[src/design/pad_configuration_mux_regs.svh]
// register offsets, field positions, reset values and timing for the pad configuration block
`ifndef PAD_CONFIGURATION_MUX_REGS_SVH
`define PAD_CONFIGURATION_MUX_REGS_SVH

`define PCM_NUM_PINS        12
`define PCM_ADDR_W          6
// pin config words 0x00..0x2c, one per pin
`define PCM_PINCFG_BASE     6'h00
`define PCM_DIR_ADDR        6'h30
`define PCM_PADIN_ADDR      6'h34
`define PCM_PWR_ADDR        6'h38
// pin config fields
`define PCM_PIN_FUNCTION_SELECT_LSB        0
`define PCM_MODE_LSB        3
`define PCM_HYS_BIT         5
`define PCM_INV_BIT         6
`define PCM_FILT_BIT        7
`define PCM_I2C_BIT         8
`define PCM_ANA_BIT         9
`define PCM_ILO_LSB         10
`define PCM_IHI_LSB         14
`define PCM_CFG_W           18
`define PCM_PIN_FUNCTION_SELECT_GPIO       3'h0
`define PCM_MODE_NONE       2'h0
`define PCM_CFG_RESET       18'h00000
`define PCM_PWR_DPD_BIT     0
// pin indices of the special pads
`define PCM_I2C_SCL_PIN     4
`define PCM_I2C_SDA_PIN     5
`define PCM_HS_PIN_A        3
`define PCM_HS_PIN_B        7
`define PCM_HS_PIN_C        10
`define PCM_HS_PIN_D        11
// glitch filter time: 50 ns at 100 MHz
`define PCM_FILT_NS         50
`define PCM_CLK_MHZ         100
`define PCM_FILT_CYC        ((`PCM_FILT_NS * `PCM_CLK_MHZ) / 1000)

`endif

[src/design/pad_configuration_mux_pkg.sv]
// types shared by the pad configuration block
package pad_configuration_mux_pkg;

   typedef enum logic [1:0] {mode_none, mode_pull_down, mode_pull_up, mode_repeater} res_mode_t;

   typedef struct packed {
      logic [3:0] high_current_level;
      logic [3:0] low_current_level;
      logic       analog_sink;
      logic       i2c_std;
      logic       filter_en;
      logic       invert;
      logic       hysteresis;
      res_mode_t  res_mode;
      logic [2:0] pin_function_select;
   } pin_cfg_t;

   typedef struct packed {
      logic       out;
      logic       oe;
      logic       pull_up;
      logic       pull_down;
      logic       hysteresis;
      logic       filter_en;
      logic       analog_sink;
      logic [3:0] sink_level;
   } pad_ctrl_t;

endpackage

[src/design/pad_configuration_mux.sv]
// pad configuration block: function select, direction, resistors, filters, current sink
//
// Function
// - function field 000 routes the general-purpose port; others route a peripheral.
// - in general-purpose mode the direction register bit sets pad direction.
// - peripheral mode takes direction from the peripheral, ignoring the direction bit.
// - resistor mode chooses pull-up, pull-down, none or repeater.
// - after reset every resistor mode is none.
// - repeater drives pull matching the pin level, keeping an undriven input's level.
// - repeater retention is dropped in deep power-down.
// - config also sets input mode, hysteresis, low-pass filter and keeper option.
// - serial-bus pads offer filtered standard/fast mode with open-drain output.
// - alternative serial-bus setting: plain open-drain with the digital low-pass filter bypassed.
// - four high-source pads select digital drive or analog current sink.
// - current sink switches between the low and high current level fields.
//
// The register offsets and the plain strobed port were decided locally.
`include "pad_configuration_mux_regs.svh"

module pad_configuration_mux
(
   input  wire logic                          core_clk_i,   // system clock 100 MHz
   input  wire logic                          rst_n_i,      // sync reset, active low
   input  wire logic [`PCM_ADDR_W-1:0]        addr_i,       // register byte address
   input  wire logic [31:0]                   wdata_i,      // write data
   input  wire logic                          wr_i,         // write strobe
   input  wire logic                          rd_i,         // read strobe
   output logic      [31:0]                   rdata_o,      // read data, cycle after rd_i
   input  wire logic [`PCM_NUM_PINS-1:0]      gpio_out_i,   // port output values
   input  wire logic [`PCM_NUM_PINS-1:0]      periph_out_i, // peripheral output values
   input  wire logic [`PCM_NUM_PINS-1:0]      periph_oe_i,  // peripheral direction needs
   output logic      [`PCM_NUM_PINS-1:0]      pad_in_o,     // conditioned pad input to core
   input  wire logic [`PCM_NUM_PINS-1:0]      pad_i,        // pad level from pin
   output logic      [`PCM_NUM_PINS-1:0]      pad_o,        // pad output level
   output logic      [`PCM_NUM_PINS-1:0]      pad_oe_o,     // pad output enable
   output logic      [`PCM_NUM_PINS-1:0]      pad_pu_o,     // pull-up enable
   output logic      [`PCM_NUM_PINS-1:0]      pad_pd_o,     // pull-down enable
   output logic      [`PCM_NUM_PINS-1:0]      pad_hys_o,    // hysteresis enable
   output logic      [`PCM_NUM_PINS-1:0]      pad_filt_o,   // analog glitch filter enable
   output logic      [`PCM_NUM_PINS-1:0]      pad_sink_o,   // analog current sink mode
   output logic      [4*`PCM_NUM_PINS-1:0]    pad_sink_lvl_o // sink current code per pin
);

   localparam int N = `PCM_NUM_PINS;
   localparam int FCYC = (`PCM_FILT_CYC < 1) ? 1 : `PCM_FILT_CYC;

   pad_configuration_mux_pkg::pin_cfg_t  cfg [N];
   pad_configuration_mux_pkg::pad_ctrl_t next_ctrl [N];
   logic [N-1:0] port_direction_reg;
   logic         deep_pdn;
   logic [N-1:0] pad_s1;
   logic [N-1:0] pad_s2;
   logic [N-1:0] pad_filt;
   logic [2:0]   filt_cnt [N];

   // true for the four high-source pads
   function automatic logic is_high_source(input int p);
      return (p == `PCM_HS_PIN_A) || (p == `PCM_HS_PIN_B) || (p == `PCM_HS_PIN_C) || (p == `PCM_HS_PIN_D);
   endfunction

   // true for the two serial-bus pads
   function automatic logic is_i2c_pad(input int p);
      return (p == `PCM_I2C_SCL_PIN) || (p == `PCM_I2C_SDA_PIN);
   endfunction

   // true when the address selects pin p's configuration word
   // shared by the write and read decode so both agree on the map
   function automatic logic cfg_hit(input logic [`PCM_ADDR_W-1:0] a, input int p);
      return a == (`PCM_PINCFG_BASE + `PCM_ADDR_W'(4 * p));
   endfunction

   ////////////////////////////////////////////////////////////////////////////
   // register writes
   // writes take effect at the strobe edge; the pad controls follow one
   // edge later, so software sees a setting on the pad two edges after
   // the strobe. unmapped addresses are ignored and never stall the bus.

   // pin configuration words
   // only the low configuration bits are kept; upper write bits are dropped
   always_ff @(posedge core_clk_i)
   begin
      for (int p = 0; p < N; p++)
      begin
         if (!rst_n_i)
            cfg[p] <= `PCM_CFG_RESET;
         else if (wr_i && cfg_hit(addr_i, p))
            cfg[p] <= wdata_i[`PCM_CFG_W-1:0];
      end
   end

   // direction register
   // resets to all inputs so no pad drives before software decides
   always_ff @(posedge core_clk_i)
   begin
      if (!rst_n_i)
         port_direction_reg <= '0;
      else if (wr_i && (addr_i == `PCM_DIR_ADDR))
         port_direction_reg <= wdata_i[N-1:0];
   end

   // deep power-down flag
   // only gates the repeater pulls here; power sequencing lives elsewhere
   always_ff @(posedge core_clk_i)
   begin
      if (!rst_n_i)
         deep_pdn <= 1'b0;
      else if (wr_i && (addr_i == `PCM_PWR_ADDR))
         deep_pdn <= wdata_i[`PCM_PWR_DPD_BIT];
   end

   // read data, one cycle later
   // returns zero outside the read cycle so a stale word never lingers
   always_ff @(posedge core_clk_i)
   begin
      if (!rst_n_i)
         rdata_o <= 32'h00000000;
      else if (rd_i)
      begin
         rdata_o <= 32'h00000000;
         if (addr_i == `PCM_DIR_ADDR)
            rdata_o[N-1:0] <= port_direction_reg;
         else if (addr_i == `PCM_PADIN_ADDR)
            rdata_o[N-1:0] <= pad_in_o;
         else if (addr_i == `PCM_PWR_ADDR)
            rdata_o[`PCM_PWR_DPD_BIT] <= deep_pdn;
         else
            for (int p = 0; p < N; p++)
               if (cfg_hit(addr_i, p))
                  rdata_o[`PCM_CFG_W-1:0] <= cfg[p];
      end
      else
         rdata_o <= 32'h00000000;
   end

   ////////////////////////////////////////////////////////////////////////////
   // pad input path

   // two-flop synchroniser of pad levels
   // pins are asynchronous; nothing but the second stage reads the first
   always_ff @(posedge core_clk_i)
   begin
      if (!rst_n_i)
      begin
         pad_s1 <= '0;
         pad_s2 <= '0;
      end
      else
      begin
         pad_s1 <= pad_i;
         pad_s2 <= pad_s1;
      end
   end

   // digital low-pass: level must hold FCYC cycles
   // any bounce back to the filtered level restarts the count, so short
   // spikes on a serial line in standard/fast mode never reach the core
   always_ff @(posedge core_clk_i)
   begin
      for (int p = 0; p < N; p++)
      begin
         if (!rst_n_i)
         begin
            pad_filt[p] <= 1'b0;
            filt_cnt[p] <= 3'h0;
         end
         else if (pad_s2[p] == pad_filt[p])
            filt_cnt[p] <= 3'h0;
         else if (filt_cnt[p] >= 3'(FCYC - 1))
         begin
            pad_filt[p] <= pad_s2[p];
            filt_cnt[p] <= 3'h0;
         end
         else
            filt_cnt[p] <= filt_cnt[p] + 3'h1;
      end
   end

   // conditioned input with optional filter and inversion
   // inversion sits after the filter so the filter sees true pin levels
   always_ff @(posedge core_clk_i)
   begin
      for (int p = 0; p < N; p++)
      begin
         if (!rst_n_i)
            pad_in_o[p] <= 1'b0;
         else if (is_i2c_pad(p) && (cfg[p].pin_function_select != `PCM_PIN_FUNCTION_SELECT_GPIO) && !cfg[p].i2c_std)
            pad_in_o[p] <= pad_s2[p] ^ cfg[p].invert;
         else if (cfg[p].filter_en || (is_i2c_pad(p) && cfg[p].i2c_std))
            pad_in_o[p] <= pad_filt[p] ^ cfg[p].invert;
         else
            pad_in_o[p] <= pad_s2[p] ^ cfg[p].invert;
      end
   end

   ////////////////////////////////////////////////////////////////////////////
   // pad control decode
   // everything below is decoded fresh each cycle from the stored fields
   // and the peripheral requests; the output flops then hold the result,
   // which keeps pad control glitch-free toward the pins

   // per-pin next pad controls
   always_comb
   begin
      for (int p = 0; p < N; p++)
      begin
         next_ctrl[p] = '0;
         if (cfg[p].pin_function_select == `PCM_PIN_FUNCTION_SELECT_GPIO)
         begin
            next_ctrl[p].out = gpio_out_i[p];
            next_ctrl[p].oe = port_direction_reg[p];
         end
         else
         begin
            next_ctrl[p].out = periph_out_i[p];
            next_ctrl[p].oe = periph_oe_i[p];
            // serial-bus open-drain drive
            // the pad only ever pulls low; a high level comes from the bus
            if (is_i2c_pad(p))
            begin
               next_ctrl[p].oe = periph_oe_i[p] && !periph_out_i[p];
               next_ctrl[p].out = 1'b0;
            end
         end
         case (cfg[p].res_mode)
            pad_configuration_mux_pkg::mode_pull_up:
               next_ctrl[p].pull_up = 1'b1;
            pad_configuration_mux_pkg::mode_pull_down:
               next_ctrl[p].pull_down = 1'b1;
            pad_configuration_mux_pkg::mode_repeater:
            begin
               next_ctrl[p].pull_up = !deep_pdn && pad_s2[p];
               next_ctrl[p].pull_down = !deep_pdn && !pad_s2[p];
            end
            default:
            begin
               next_ctrl[p].pull_up = 1'b0;
               next_ctrl[p].pull_down = 1'b0;
            end
         endcase
         next_ctrl[p].hysteresis = cfg[p].hysteresis;
         next_ctrl[p].filter_en = cfg[p].filter_en || (is_i2c_pad(p) && cfg[p].i2c_std);
         // current sink on high-source pads
         // the sink bit is ignored on other pins, which have no sink stage
         if (is_high_source(p) && cfg[p].analog_sink)
         begin
            next_ctrl[p].analog_sink = 1'b1;
            next_ctrl[p].oe = 1'b1;
            next_ctrl[p].sink_level = next_ctrl[p].out ? cfg[p].high_current_level : cfg[p].low_current_level;
         end
      end
   end

   // registered pad controls
   // reset leaves every pad an undriven input with no pull
   always_ff @(posedge core_clk_i)
   begin
      for (int p = 0; p < N; p++)
      begin
         if (!rst_n_i)
         begin
            pad_o[p] <= 1'b0;
            pad_oe_o[p] <= 1'b0;
            pad_pu_o[p] <= 1'b0;
            pad_pd_o[p] <= 1'b0;
            pad_hys_o[p] <= 1'b0;
            pad_filt_o[p] <= 1'b0;
            pad_sink_o[p] <= 1'b0;
            pad_sink_lvl_o[4*p +: 4] <= 4'h0;
         end
         else
         begin
            pad_o[p] <= next_ctrl[p].out;
            pad_oe_o[p] <= next_ctrl[p].oe;
            pad_pu_o[p] <= next_ctrl[p].pull_up;
            pad_pd_o[p] <= next_ctrl[p].pull_down;
            pad_hys_o[p] <= next_ctrl[p].hysteresis;
            pad_filt_o[p] <= next_ctrl[p].filter_en;
            pad_sink_o[p] <= next_ctrl[p].analog_sink;
            pad_sink_lvl_o[4*p +: 4] <= next_ctrl[p].sink_level;
         end
      end
   end

endmodule

[config.mk]
export PLATFORM = sky130hd
export DESIGN_NAME = pad_configuration_mux
export DESIGN_NICKNAME = d
export VERILOG_FILES = /design/src/design/pad_configuration_mux_pkg.sv /design/src/design/pad_configuration_mux.sv
export VERILOG_INCLUDE_DIRS = /design/src /design/src/design
export SDC_FILE = /design/constraint.sdc
export NUM_CORES = 1
export LEC_CHECK = 0
export BUFFER_PORTS_ARGS = -buffer_cell sky130_fd_sc_hd__buf_2
export CAP_MARGIN = 30
export CORE_MARGIN = 2
export CORE_UTILIZATION = 27
export DETAILED_ROUTE_END_ITERATION = 10
export SLEW_MARGIN = 20
export SYNTH_ARGS = -nofsm -noshare
export SYNTH_HDL_FRONTEND = slang
export SYNTH_SLANG_ARGS = --single-unit
[constraint.sdc]
create_clock -name core_clk_i -period 8.4 [get_ports core_clk_i]
set_clock_uncertainty 0.2 [all_clocks]
set_input_delay 0.42 -clock core_clk_i [delete_from_list [all_inputs] [get_ports core_clk_i]]
set_output_delay 0.42 -clock core_clk_i [all_outputs]
set_load 0.05 [all_outputs]
==> results.cfg <==
[setup_path]
cp_max_fo = 43
crit_arrival_ns = 3.67
start_kind = input pin
crit_path_top_delay_cell = nand2_1
cp_slowest_stage_delay_ns = 0.74
criticalPathCategory = input pin to flip-flop
crit_chain = buf_2, buf_4, nand2_1, nor2_1, nand2_1, nand2_1
crit_top_cell = nand2_1
cp.required_ns = 8.40
crit_family = simple AND/OR/NAND/NOR gates
path_buf_inv = 2
end_kind = flip-flop
r2r_setup_slack_ns = 5.82

[die]
dieHeight_um = 264.8
die_area_um2 = 70130
initial_core_util_pct = 27.30
row_count = 95
ioPinCount = 266
die_w_um = 264.8
coreArea_um2 = 67280

[layout]
final_util_pct = 33.01
fillerInstances = 6715
largest_reg_flops = 216
multi_input_area_um2 = 6843
area_growth_pct = 20.90
regMostFlops = cfg
fin_nets = 1900
drive_above_1_share_pct = 19.29
top_regs = cfg (216), filt_cnt (36), rdata_o (18)
seqCellArea_um2 = 10990

[pwr]
ir_drop_v = 0.0001155
cellLeakagePower_nw = 8.639
power.total_mw = 4.927
power_density_nw_per_um2 = 221.8

[route]
antenna_left = 0
remaining_drc_errors = 0
wl_per_cell_um = 20.99
num_vias = 12638
routed_wl_um = 56650
drtIter0Drc = 1228
via_per_inst = 4.682
drt_first_pass_iters = 5

[clock_tree]
clock_latency_ns = 0.60
cts_setup_buffers = 0
cts.sinks = 423
clk_path_buf_depth = 3
cts_resized = 0
holdBufCountCts = 39
htreeDepth = 2
clockRootBuffer = clkbuf_16
numCtsBuffers = 46
cts_tree = built
clk_pin_slew_ns = 0.06

[placement]
io_buffers = 197
hpwl_um = 40950
gp_congestion = 0.9061

[sta]
relSlewSlack_pct = 31.70
worstMarginPinSlew_ns = 1.017
finalSetupTns_ns = 0
max_freq_mhz = 272.3
rsz0062_at_grt = no
min_period_ns = 3.672
report.final.setup_viol = 0
drv_slew = 0
layout_worst_path_cycle_share_pct = 43.71
hold_viol = 0

[synth]
ys_ff_latch = 423
ys_seq_area_share_pct = 59.83
synth_compound_area_share_pct = 7.935
synth_cell_types = 72
synthMuxAreaShare_pct = 6.505
ys_async_sr_fraction_pct = 0
synth_warnings = 0
yosys.area_share.simple_pct = 18.10
synthAdderAreaFrac_pct = 1.567
syn_avg_cell_area_um2 = 11.99
synth_xor_xnor_area_share_pct = 1.144
syn-cell-area_um2 = 18370
synth_cells = 1532
synth_top_family_by_area = simple AND/OR/NAND/NOR gates
synthFlopType = edfxtp_1
synth_edf_count = 252

[global_route]
grt_pass1_wl_um = 82670
grtUsageTotal_pct = 15.79
grt_pass1_vias = 12498
antenna_found_initial = 3
grt_overflow = 0
grt_max_degree = 98

[status]
status = completed

[min_path]
hp-class = input pin to flip-flop

[flow_run]
cap_violations = 0
logic make-up (layout without fill, tap and decap cells):
family          after synthesis  after routing
compound gates              212            212
fa+ha+maj                    23             23
xor+xnor                     24             24
simple gates                577            577
flops                       423            423
buf+inv                     172            377
mux                          99             99
other cells                   2             91
power breakdown:
group	leakage [nW]	internal (mW)	total (mW)	switching, mW
sequential	3.84	2.30	2.36	0.0655
clock	0.755	1.20	2.08	0.884
combinational	4.05	0.130	0.480	0.350
cell type report:
class,count,area share [%]
clock buffers,59,5.848
repair buffers,263,7.251
inverters,28,0.4733
clock inverters,27,1.194
multi-input cells,1025,30.81
flip-flops and latches,423,49.49
diodes,1,0.01127
well taps,873,4.919
routing by layer:
layer / vias up / GRT usage, % / routed length (um)
met2: 553 / 27.01 / 27680
met3: 104 / 3.837 / 4694
met1: 6228 / 19.80 / 22810
met4: 0 / 4.398 / 1470
met5: - / 0 / 0
li1: 5753 / - / -
final timing paths:
check,startpoint,endpoint,cells after the start
max,addr_i[2],cfg[2][68],6
min,wdata_i[3],port_direction_reg[3],3
max reg2reg,cfg[2][37],pad_sink_lvl_o[43],4
min reg2reg,pad_s1[4],pad_s2[4],1
placed cells by master (no fill, tap or decap), types with 13 or more instances in the layout:
cell,instances
dfxtp_1,171
mux2i_1,71
a22oi_1,15
edfxtp_1,252
a21oi_1,39
and3_1,16
clkbuf_16,50
inv_1,28
nor2_1,41
buf_4,18
ha_1,23
and2_1,310
nor2b_1,35
buf_2,198
nand2b_1,16
xnor2_1,24
o21ai_0,41
mux2_2,13
dlygate4sd3_1,39
conb_1,90
mux4_2,15
a21boi_0,13
nor3_1,22
nand2_1,83
nor3b_1,15
tightest hold or removal path, cell delays in order:
cell      delay [ns]
buf_2           0.20
nand2_1         0.08
a21boi_0        0.08
synth_stat cells, types with 7 or more instances:
cell	count	share of area, %
a21boi_0	13	0.53
o21a_1	9	0.37
a21oi_1	39	1.1
mux4_2	15	1.8
nor2_1	45	0.92
a31oi_1	7	0.24
o22ai_1	9	0.31
xnor2_1	24	1.1
a221oi_1	8	0.38
clkbuf_1	68	1.4
nand2b_1	16	0.54
mux2_2	13	0.80
o21ai_0	45	1.2
nor2b_1	35	1.2
a22oi_1	15	0.61
dfxtp_1	171	19
and3_1	16	0.54
and2_1	310	11
nand2_1	83	1.7
nor3_1	24	0.65
inv_1	28	0.57
edfxtp_1	252	41
buf_2	14	0.38
nand3_1	9	0.25
nor3b_1	15	0.61
a211oi_1	7	0.29
buf_4	54	2.2
ha_1	23	1.6
mux2i_1	71	3.9
metrics by stage:
| stage | hold slack, ns | setup WS, ns | std cells | instance area, um2 |
|---|---|---|---|---|
| 2_1_floorplan | 0.2119 | 5.073 | 1620 | 18700 |
| 3_3_place_gp | 0.2286 | 4.256 | 2561 | 20120 |
| 3_5_place_dp | 0.2206 | 4.208 | 2568 | 20210 |
| 4_1_cts | 0.008488 | 4.815 | 2693 | 22160 |
| 5_1_grt | 0.03900 | 4.417 | 2698 | 22210 |
| 6_report | 0.03990 | 4.728 | 2699 | 22210 |
No activity file was read; power rests on OpenSTA's default activity.
